### src/sbl_pkg.sv
// Package for the host-side byte-lane static memory controller.
// Assumes a 20 MHz system clock and the fastest memory speed grade.
package sbl_pkg;

  // Clock period of clk_sys
  localparam int CLK_PERIOD_NS = 50;

  // Memory timing figures in nanoseconds
  localparam int T_RC_NS = 70;   // read_cycle_period, least
  localparam int T_AA_NS = 70;   // address to data valid, most
  localparam int T_SA_NS = 25;   // address setup to write start, least
  localparam int T_PWE_NS = 60;  // write-enable pulse width, least
  localparam int T_HD_NS = 10;   // data hold from write end, least
  localparam int T_CDR_NS = 0;   // deselect_to_retention_delay, least
  localparam int T_HZ_NS = 40;   // output enable high to high Z, most

  // Least times round up to whole cycles, never below one
  function automatic int cyc_up(input int ns);
    int c;
    c = (ns + CLK_PERIOD_NS - 1) / CLK_PERIOD_NS;
    return (c < 1) ? 1 : c;
  endfunction

  localparam logic [3:0] RC_CYC = 4'(cyc_up(T_RC_NS));
  localparam logic [3:0] AA_CYC = 4'(cyc_up(T_AA_NS));
  localparam logic [3:0] SA_CYC = 4'(cyc_up(T_SA_NS));
  localparam logic [3:0] PWE_CYC = 4'(cyc_up(T_PWE_NS));
  localparam logic [3:0] HD_CYC = 4'(cyc_up(T_HD_NS));
  localparam logic [3:0] CDR_CYC = 4'(cyc_up(T_CDR_NS));
  localparam logic [3:0] HZ_CYC = 4'(cyc_up(T_HZ_NS));
  // Extra cycles spent in the data input synchroniser
  localparam logic [3:0] SYNC_CYC = 4'h2;

  localparam int ADDR_W = 16;
  localparam int DATA_W = 16;

  // Idle value of the strobe pins: all deasserted high
  localparam logic STROBE_IDLE = 1'b1;

  // One access asked for by the user side
  typedef struct packed {
    logic write;                // 1 write, 0 read
    logic [1:0] lanes;          // [1] upper byte, [0] lower byte, active high
    logic [ADDR_W-1:0] addr;
    logic [DATA_W-1:0] wdata;
  } sbl_req_t;

  // Strobe and address pins toward the memory
  typedef struct packed {
    logic chip_select_n;
    logic upper_lane_select_n;
    logic lower_lane_select_n;
    logic output_enable_n;
    logic write_enable_n;
    logic [ADDR_W-1:0] addr;
  } sbl_pins_t;

  localparam sbl_pins_t PINS_IDLE = '{
    chip_select_n: STROBE_IDLE,
    upper_lane_select_n: STROBE_IDLE,
    lower_lane_select_n: STROBE_IDLE,
    output_enable_n: STROBE_IDLE,
    write_enable_n: STROBE_IDLE,
    addr: '0
  };

  typedef enum {
    ST_IDLE,
    ST_RD_SETUP,
    ST_RD_ACCESS,
    ST_RD_RELEASE,
    ST_WR_SETUP,
    ST_WR_PULSE,
    ST_WR_HOLD,
    ST_RET_ENTER,
    ST_RET_HOLD,
    ST_RET_RECOVER
  } sbl_state_t;

endpackage

### src/sbl_ctrl.sv
// Host controller driving an asynchronous 64K x 16 static memory with
// two byte lanes, plus low-voltage data-retention entry and exit.
// Assumes the data bus wire is resolved outside from dq_o and dq_oe, and
// that the supply logic lowers Vcc only while retain_active is high.
`timescale 1ns/100ps

// Behaviour
// - Write starts with both low; first rise ends
// - Data held stable across write-ending rising edge
// - Write enable stays high through every read
// - Address valid before chip select falls
// - Deselect no later than retention start
// - Wait one read cycle after retention exit
module sbl_ctrl
  import sbl_pkg::*;
(
  input wire logic clk_sys,                // System clock, 20 MHz
  input wire logic rst,                    // Synchronous reset, high
  input wire logic req_valid,              // Access request present
  input wire sbl_req_t req,                // Access request contents
  output logic req_ready,                  // Request taken when high
  output logic rsp_valid,                  // Access finished, one cycle
  output logic [DATA_W-1:0] rsp_rdata,     // Read data, lanes masked
  input wire logic retain_req,             // Ask for data retention
  output logic retain_active,              // Memory may go to low Vcc
  output sbl_pins_t pins,                  // Strobes and address
  output logic [DATA_W-1:0] dq_o,          // Data bus drive value
  output logic dq_oe,                      // Data bus drive enable
  input wire logic [DATA_W-1:0] dq_i       // Data bus sampled value
);

  sbl_state_t state_ff;
  sbl_state_t nxt_state;
  logic [3:0] cnt_ff;
  logic [3:0] nxt_cnt;
  sbl_req_t cur_ff;
  sbl_req_t nxt_cur;
  sbl_pins_t pins_ff;
  sbl_pins_t nxt_pins;
  logic [DATA_W-1:0] dq_o_ff;
  logic [DATA_W-1:0] nxt_dq_o;
  logic dq_oe_ff;
  logic nxt_dq_oe;
  logic req_ready_ff;
  logic nxt_req_ready;
  logic rsp_valid_ff;
  logic nxt_rsp_valid;
  logic [DATA_W-1:0] rsp_rdata_ff;
  logic [DATA_W-1:0] nxt_rsp_rdata;
  logic retain_active_ff;
  logic nxt_retain_active;
  logic [DATA_W-1:0] dq_meta_ff;
  logic [DATA_W-1:0] dq_sync_ff;
  logic retain_meta_ff;
  logic retain_sync_ff;
  logic [DATA_W-1:0] lane_mask;

  // Pin inputs pass two flops before any logic looks at them
  always_ff @(posedge clk_sys)
  begin
    if (rst)
    begin
      dq_meta_ff <= '0;
      dq_sync_ff <= '0;
      retain_meta_ff <= 1'b0;
      retain_sync_ff <= 1'b0;
    end
    else
    begin
      dq_meta_ff <= dq_i;
      dq_sync_ff <= dq_meta_ff;
      retain_meta_ff <= retain_req;
      retain_sync_ff <= retain_meta_ff;
    end
  end

  // Byte lanes that the current access owns
  assign lane_mask = {{8{cur_ff.lanes[1]}}, {8{cur_ff.lanes[0]}}};

  // Sequencer: every pin value is decided here and registered below
  always_comb
  begin
    nxt_state = state_ff;
    nxt_cnt = cnt_ff;
    nxt_cur = cur_ff;
    nxt_pins = pins_ff;
    nxt_dq_o = dq_o_ff;
    nxt_dq_oe = dq_oe_ff;
    nxt_rsp_valid = 1'b0;
    nxt_rsp_rdata = rsp_rdata_ff;
    nxt_retain_active = retain_active_ff;
    case (state_ff)
      ST_IDLE:
      begin
        // Deselected here, so the memory sits in power-down
        nxt_pins = PINS_IDLE;
        nxt_dq_oe = 1'b0;
        if (req_valid)
        begin
          nxt_cur = req;
          // Address goes out while chip select is still high
          nxt_pins.addr = req.addr;
          if (req.write)
          begin
            nxt_state = ST_WR_SETUP;
            nxt_cnt = SA_CYC;
            nxt_dq_o = req.wdata;
            nxt_dq_oe = 1'b1;
          end
          else
          begin
            nxt_state = ST_RD_SETUP;
            nxt_cnt = 4'h1;
          end
        end
        else if (retain_sync_ff)
        begin
          // Already deselected; the register stage adds the delay
          nxt_state = ST_RET_ENTER;
          nxt_cnt = CDR_CYC;
        end
      end
      ST_RD_SETUP:
      begin
        // Select after a full cycle of stable address
        nxt_state = ST_RD_ACCESS;
        nxt_cnt = 4'(AA_CYC + SYNC_CYC);
        nxt_pins.chip_select_n = 1'b0;
        nxt_pins.upper_lane_select_n = ~cur_ff.lanes[1];
        nxt_pins.lower_lane_select_n = ~cur_ff.lanes[0];
        nxt_pins.output_enable_n = 1'b0;
        nxt_pins.write_enable_n = 1'b1;
      end
      ST_RD_ACCESS:
      begin
        // Write enable is never touched while reading
        nxt_pins.write_enable_n = 1'b1;
        if (cnt_ff > 4'h1)
        begin
          nxt_cnt = cnt_ff - 4'h1;
        end
        else
        begin
          // Unselected lanes are masked off, so they read back as zero
          nxt_rsp_rdata = dq_sync_ff & lane_mask;
          nxt_pins = PINS_IDLE;
          nxt_pins.addr = cur_ff.addr;
          nxt_state = ST_RD_RELEASE;
          nxt_cnt = HZ_CYC;
        end
      end
      ST_RD_RELEASE:
      begin
        // Let the memory stop driving before any write may drive
        if (cnt_ff > 4'h1)
        begin
          nxt_cnt = cnt_ff - 4'h1;
        end
        else
        begin
          nxt_rsp_valid = 1'b1;
          nxt_state = ST_IDLE;
        end
      end
      ST_WR_SETUP:
      begin
        // Select and lanes go low once address setup has passed
        nxt_pins.chip_select_n = 1'b0;
        nxt_pins.upper_lane_select_n = ~cur_ff.lanes[1];
        nxt_pins.lower_lane_select_n = ~cur_ff.lanes[0];
        nxt_pins.output_enable_n = 1'b1;
        if (cnt_ff > 4'h1)
        begin
          nxt_cnt = cnt_ff - 4'h1;
        end
        else
        begin
          // Overlap of both strobes low opens the write
          nxt_pins.write_enable_n = 1'b0;
          nxt_state = ST_WR_PULSE;
          nxt_cnt = PWE_CYC;
        end
      end
      ST_WR_PULSE:
      begin
        if (cnt_ff > 4'h1)
        begin
          nxt_cnt = cnt_ff - 4'h1;
        end
        else
        begin
          // Write enable rises first and ends the write alone
          nxt_pins.write_enable_n = 1'b1;
          nxt_state = ST_WR_HOLD;
          nxt_cnt = HD_CYC;
        end
      end
      ST_WR_HOLD:
      begin
        // Data and address stay put past the ending edge
        nxt_dq_oe = 1'b1;
        if (cnt_ff > 4'h1)
        begin
          nxt_cnt = cnt_ff - 4'h1;
        end
        else
        begin
          // Chip select rises only after write enable, never together
          nxt_pins = PINS_IDLE;
          nxt_pins.addr = cur_ff.addr;
          nxt_dq_oe = 1'b0;
          nxt_rsp_valid = 1'b1;
          nxt_state = ST_IDLE;
        end
      end
      ST_RET_ENTER:
      begin
        // Chip select has been high since idle
        if (cnt_ff > 4'h1)
        begin
          nxt_cnt = cnt_ff - 4'h1;
        end
        else
        begin
          nxt_retain_active = 1'b1;
          nxt_state = ST_RET_HOLD;
        end
      end
      ST_RET_HOLD:
      begin
        nxt_pins = PINS_IDLE;
        if (!retain_sync_ff)
        begin
          nxt_retain_active = 1'b0;
          nxt_state = ST_RET_RECOVER;
          nxt_cnt = RC_CYC;
        end
      end
      ST_RET_RECOVER:
      begin
        // No access until a full read cycle has passed
        if (cnt_ff > 4'h1)
        begin
          nxt_cnt = cnt_ff - 4'h1;
        end
        else
        begin
          nxt_state = ST_IDLE;
        end
      end
      default:
      begin
        nxt_state = ST_IDLE;
        nxt_pins = PINS_IDLE;
        nxt_dq_oe = 1'b0;
        nxt_retain_active = 1'b0;
      end
    endcase
    // Ready only in idle, and only while retention is not asked for
    nxt_req_ready = (nxt_state == ST_IDLE) && !retain_sync_ff;
    if ((state_ff == ST_IDLE) && req_valid && !req_ready_ff)
    begin
      // Not taken: stay idle and deselected, or go to retention entry if asked
      nxt_state = state_ff;
      nxt_cur = cur_ff;
      nxt_pins = PINS_IDLE;
      nxt_dq_oe = 1'b0;
      nxt_req_ready = !retain_sync_ff;
      if (retain_sync_ff)
      begin
        nxt_state = ST_RET_ENTER;
        nxt_cnt = CDR_CYC;
      end
    end
  end

  // Register stage; every output comes from here
  always_ff @(posedge clk_sys)
  begin
    if (rst)
    begin
      state_ff <= ST_IDLE;
      cnt_ff <= 4'h0;
      cur_ff <= '0;
      pins_ff <= PINS_IDLE;
      dq_o_ff <= '0;
      dq_oe_ff <= 1'b0;
      req_ready_ff <= 1'b0;
      rsp_valid_ff <= 1'b0;
      rsp_rdata_ff <= '0;
      retain_active_ff <= 1'b0;
    end
    else
    begin
      state_ff <= nxt_state;
      cnt_ff <= nxt_cnt;
      cur_ff <= nxt_cur;
      pins_ff <= nxt_pins;
      dq_o_ff <= nxt_dq_o;
      dq_oe_ff <= nxt_dq_oe;
      req_ready_ff <= nxt_req_ready;
      rsp_valid_ff <= nxt_rsp_valid;
      rsp_rdata_ff <= nxt_rsp_rdata;
      retain_active_ff <= nxt_retain_active;
    end
  end

  assign req_ready = req_ready_ff;
  assign rsp_valid = rsp_valid_ff;
  assign rsp_rdata = rsp_rdata_ff;
  assign retain_active = retain_active_ff;
  assign pins = pins_ff;
  assign dq_o = dq_o_ff;
  assign dq_oe = dq_oe_ff;

endmodule

### config.mk
export PLATFORM = sky130hd
export DESIGN_NAME = sbl_ctrl
export DESIGN_NICKNAME = d
export VERILOG_FILES = /design/src/sbl_pkg.sv /design/src/sbl_ctrl.sv
export SDC_FILE = /design/constraint.sdc
export NUM_CORES = 1
export LEC_CHECK = 0
export BUFFER_PORTS_ARGS = -buffer_cell sky130_fd_sc_hd__clkbuf_2
export CAP_MARGIN = 15
export CORE_MARGIN = 2
export CORE_UTILIZATION = 44
export DETAILED_ROUTE_END_ITERATION = 16
export GPL_TIMING_DRIVEN = 0
export HOLD_SLACK_MARGIN = 0.02
export PLACE_DENSITY = 0.67
export SLEW_MARGIN = 0
export SYNTH_ARGS = -nofsm -noshare
export SYNTH_HDL_FRONTEND = slang
export SYNTH_SLANG_ARGS = --single-unit
### constraint.sdc
create_clock -name clk_sys -period 5 [get_ports clk_sys]
set_input_delay 1 -clock clk_sys [delete_from_list [all_inputs] [get_ports clk_sys]]
set_output_delay 1 -clock clk_sys [all_outputs]
set_load 0.05 [all_outputs]
## Word level (Yosys, flattened, before mapping)

Index checks and enable logic that the tools add are counted.

| word-level totals | value |
|---|---|
| output and inout bits | 57 |
| logic and storage cells | 109 |
| register bits | 145 |
| input port bits | 55 |

| operators by class | value |
|---|---|
| eq/ne operators | 15 |
| order comparisons | 1 |
| reduce and logical (&&, ||, !) cells | 26 |
| muxes and demuxes | 36 |
| $add $sub $neg | 1 |
| bitwise gates (word level) | 10 |

Operator list:

| cell | count |
|---|---|
| 32-bit 2-to-1 mux | 9 |
| 32-bit case mux with 8 select lines | 1 |
| 32-bit by 3-bit == test with 1-bit output (second input constant) | 4 |
| 32-bit zero test | 3 |
| 32-bit by 2-bit == test with 1-bit output (second input constant) | 2 |
| 32-bit by 4-bit == test with 1-bit output (second input constant) | 2 |
| 16-bit case mux with 4 select lines | 1 |
| 21-bit 2-to-1 mux | 2 |
| 32-bit by 1-bit == test with 1-bit output (second input constant) | 1 |
| 4-bit 2-to-1 mux | 8 |
| 4-bit case mux with 6 select lines | 1 |
| 4-bit case mux with 5 select lines | 1 |
| 16-bit AND | 1 |
| 16-bit 2-to-1 mux | 1 |
| 8-bit OR reduction | 2 |
| 3-bit AND reduction | 5 |
| 2-bit != test (second input constant) | 6 |
| 1-bit inverter | 9 |
| 1-bit 2-to-1 mux | 8 |
| 2-bit OR reduction | 4 |
| 4-bit OR reduction | 2 |
| 1-bit case mux with 3 select lines | 2 |
| 3-bit OR reduction | 2 |
| 6-bit OR reduction | 1 |
| other kinds (8) | 11 |

## Logic depth before layout (Yosys ltp)

| logic depth | value |
|---|---|
| depth in word-level cells | 6 |
| gate-level depth with buffers | 11 |
| gate-level depth less buffers | 11 |

## Worst setup path after synthesis

No wires, ideal clock.

| path | value |
|---|---|
| path type | input to register |
| from | in req_valid |
| to | reg dq_o_ff[10] (netlist: dq_o[10]) |
| library setup time | 128 ps |
| required time | 4872 ps |
| slack | 2707 ps |
| stages | 6 |
| arrival | 2165 ps |
| buffers on the path | 2 |
| path through | clkbuf_1 > nand3_1 > nor3_4 > buf_6 > mux2i_1 > nor2_1 |

| on the way | value |
|---|---|
| cells in the longest elaborated chain, start to end | 1 |

Ends and longest elaborated chain:

| what | line | source |
|---|---|---|
| start, declared | sbl_ctrl.sv:19 | `input wire logic req_valid,` |
| 3-bit AND reduction (no line) | -- |  |
| end signal, assigned | sbl_ctrl.sv:299 | `dq_o_ff <= nxt_dq_o;` |
| end, declared | sbl_ctrl.sv:40 | `logic [DATA_W-1:0] dq_o_ff;` |

Every way passes these cells.
A chain may end at the register's enable or synchronous reset.

## Final worst setup path

| path | value |
|---|---|
| from | reg cnt_ff[0] |
| to | reg cnt_ff[0] |

| on the way | value |
|---|---|
| cells in the longest elaborated chain, start to end | 5 |
| elaborated cells on any way between the ends | 11 |
| those cells by class | add/sub (1); order compare (1); mux (9) |

Ends and longest elaborated chain:

| what | line | source |
|---|---|---|
| start, declared | sbl_ctrl.sv:34 | `logic [3:0] cnt_ff;` |
| start signal, assigned | sbl_ctrl.sv:296 | `cnt_ff <= nxt_cnt;` |
| 4-bit by 1-bit subtractor with 4-bit output, or another cell as far along | -- |  |
| 4-bit 2-to-1 mux, on equally long branches | -- |  |
| 4-bit case mux with 6 select lines (*) | sbl_ctrl.sv:92 | `case (state_ff)` |
| 4-bit 2-to-1 mux | sbl_ctrl.sv:269 | `if (retain_sync_ff)` |
| 4-bit 2-to-1 mux (*) | sbl_ctrl.sv:261 | `if ((state_ff == ST_IDLE) && req_valid && !req_ready_ff)` |

Mark *: on every way between the ends. The rest lies on a longest branch, timed or not.

==> impl_results.md <==
- Worst Hold Path EP: dq_sync_ff[5]
- CP Cell Sequence: inv_1 > ha_1 > nor2_1 > nor2_2 > inv_1 > ha_1 > nor4b_1 > a31oi_1 > a21oi_1 > a211oi_1 > o32ai_1
- Post-Place Cells: 830
- Worst hold stages: 1
- Switching Share: 0.2030
- Layout area overhead: 26.82%
- H-tree depth: 4
- Mapped Cells: 547
- Io pins: 112
- DIE AREA: 13,210 µm²
- Mean post-synth cell area: 9.902 µm²
- Switching power: 0.5200 mW
- Peak supply drop: 0.2354 mV
- Synthesis Warnings: 0
- Tcrit/Tclk final: 0.5052
- Worst-case clock buffer depth: 2
- Fill cell count: 1,078
- Core area: 12,010 µm²
- Critical Path RT: 5.32 ns
- Pin count of the biggest net entering global routing: 17
- Cell area after synthesis: 5416 µm²
- Die Wd: 115.0 µm
- Final Critical Period: 2.526 ns
- Slew Viols, Final: 0
- Worst skew pair latency: 0.41 ns
- RSZ-0062 raised after global routing: false
- Most frequent cells after synthesis: 145 x dfxtp_1, 66 x nor2_1, 38 x mux2i_1
- CP max stage cell: nor2_2
- Cell Int Power: 2.041 mW
- Num CTS Buffers: 17
- Vias in the first global route: 4,153
- Placer congestion estimate: 0.8959
- DR iter-0 viols: 173
- EDFF count, synth: 0
- Critical path class: reg -> reg
- Count leader, synth: dfxtp_1
- CP Data Arrival Time: 2.85 ns
- Hold Crit Class: reg -> reg
- Final #Nets: 761
- Reg-to-Reg End: cnt_ff[0]
- Layout Cells excl Fill: 862
- Antenna violations before repair: 0
- Remaining global-route overflow: 0
- PnR worst setup slack: 2.474 ns
- Clk_skew: 0.005150 ns
- Hold Crit Start: dq_meta_ff[5]
- Post-synth top area share: 0.5359
- Most used DFF post-synth: dfxtp_1
- Clk pin slew, worst setup/hold paths: 0.06 ns
- PD cells: 372.8 nW/µm²
- Final Hold Vio Count: 0
- Seq pwr share: 0.464
- Register-to-Register Setup Slack: 2.47 ns
- Max-slew headroom: 0.5483
- Drt first pass iters: 4
- Pleak: 2.827 nW
- RR Startpoint: cnt_ff[0]
- Ant diodes: 0
- Sequential share of the synthesized area: 0.5359
- Comb pwr share: 0.029
- Via count: 4,397
- Post-CTS Setup Inserts: 0
- Clock tree sinks: 145
- Layout cells sized above 1: 0.2364
- CTS tree: built
- Row cnt: 40
- Number of library cell types mapped by synthesis: 61
- Startpoint types: flop
- Hpwl dp: 9173 µm
- Slowest stage delay, CP: 0.39 ns
- First-pass GRT wire length: 20,080 µm
- Outcome: completed
- Clk network pwr share: 0.507
- Die Ht: 115.0 µm
- R2R cell count: 11
- Max FO, Critical Path: 10
- Hold buffer count at CTS: 0
- Top area cells in the synthesized netlist: dfxtp_1 54%, mux2i_1 7.0%, nor2_1 4.6%
- Antenna-violating nets left: 0
- Post-place setup slack: 2.302 ns
- Core Util, Final: 0.5719
- Crit end category: flop
- Post-synth ARST share: 0
- Yosys top cell by area: dfxtp_1
- Yosys reg bits: 145
- Total Wirelength: 12,460 µm
- Max Clk Rate: 395.9 MHz
- Final setup fails: 0
- Port Buffers: 109
- Slew @ Worst Pin: 0.6731 ns
- Worst Path Buf+Inv: 2
- Residual DRC: 0
- Post-cts resize count: 0
- CTS root buf: clkbuf_16
- Total negative setup slack: 0 ns
- Starting Density: 0.4509
- Maximum Capacitance Violations: 0
- DR WL/cell: 14.46 µm
- Top delay family on crit path: simple AND/OR/NAND/NOR gates
- Vias per cell: 5.101
- Overall global routing resource usage: 0.1944
[worst reg2reg max path, stage by stage (launching register included)]
cell	delay [ns]
dfxtp_1	0.36
inv_1	0.13
ha_1	0.22
nor2_1	0.11
nor2_2	0.39
inv_1	0.25
ha_1	0.26
nor4b_1	0.25
a31oi_1	0.08
a21oi_1	0.18
a211oi_1	0.07
o32ai_1	0.14
[metal layers]
metal | vias up | GRT usage | wire length [µm]
li1 | 2208 | - | -
met1 | 2047 | 0.2498 | 5696
met2 | 121 | 0.3020 | 5735
met3 | 21 | 0.06009 | 783
met4 | 0 | 0.08675 | 247
met5 | - | 0 | 0
[layout make-up]
| class | count | area [µm²] | area share |
|---|---|---|---|
| Tap cell | 147 | 183.9 | 0.02678 |
| Clock buffer | 20 | 466.7 | 0.06794 |
| Multi-Input combinational cell | 377 | 2322 | 0.3381 |
| Timing Repair Buffer | 109 | 545.5 | 0.07942 |
| Inverter | 10 | 37.54 | 0.005464 |
| Buffer | 42 | 255.2 | 0.03716 |
| Clock inverter | 12 | 155.1 | 0.02259 |
| Sequential cell | 145 | 2903 | 0.4226 |
[cell families (layout without fill, tap and decap cells)]
| logic type | after synthesis | in the layout | synth area share |
|---|---|---|---|
| compound gates | 122 | 122 | 0.1458 |
| xor+xnor | 1 | 1 | 0.001617 |
| fa+ha+maj | 5 | 5 | 0.01109 |
| buf+inv | 52 | 193 | 0.05405 |
| flops | 145 | 145 | 0.5359 |
| mux | 39 | 39 | 0.07230 |
| other cells | 1 | 28 | 0.0006923 |
| simple gates | 182 | 182 | 0.1786 |
[how the worst max path moves through the flow]
stage	from	end	slack [ns]	cells past startpoint
after CTS	cnt_ff[0]	cnt_ff[0]	2.55	11
after global routing	cnt_ff[0]	cnt_ff[0]	2.30	11
after detailed placement	req_valid	dq_o[11]	2.30	6
after global placement	req_valid	dq_o[11]	2.34	6
final	cnt_ff[0]	cnt_ff[0]	2.47	11
after floorplan	req_valid	dq_o[10]	2.71	6
[flip-flops by register name, summed over array words and instances, names as in the netlist]
register and count:
dq_oe 1, cur_ff 18, req_ready 1, pins 21, rsp_rdata 16, retain_meta_ff 1, retain_active 1, dq_o 16
dq_sync_ff 16, rsp_valid 1, cnt_ff 4, state_ff 32, retain_sync_ff 1, dq_meta_ff 16
[through the flow]
stage / hold slack [ns] / cell area, µm² / total power, mW
2_1_floorplan: 0.4138 / 5518 / 1.253
3_3_place_gp: 0.4201 / 6247 / 1.286
6_report: 0.4324 / 6869 / 2.561
4_1_cts: 0.4359 / 6869 / 2.584
5_1_grt: 0.4538 / 6869 / 2.647
3_5_place_dp: 0.4218 / 6247 / 1.289
[power by group through the flow]
stage | registers [mW] | clock network [mW] | logic (mW)
floorplan | 1.21 | 0 | 0.0394
global placement | 1.21 | 0 | 0.0736
detailed placement | 1.21 | 0 | 0.0753
CTS | 1.19 | 1.32 | 0.0755
global route | 1.19 | 1.37 | 0.0845
finish | 1.19 | 1.30 | 0.0752
[cells in the final DEF, fill, tap and decap left out, drive strengths merged, types with 12 or more instances in the layout]
| master | n |
|---|---|
| mux2i | 38 |
| nor2 | 67 |
| inv | 12 |
| nor2b | 37 |
| a22oi | 16 |
| a21oi | 31 |
| clkbuf | 157 |
| buf | 12 |
| conb | 28 |
| o21ai | 27 |
| a211oi | 18 |
| dfxtp | 145 |
| nand3 | 20 |
(Power assumes the default switching activity.)
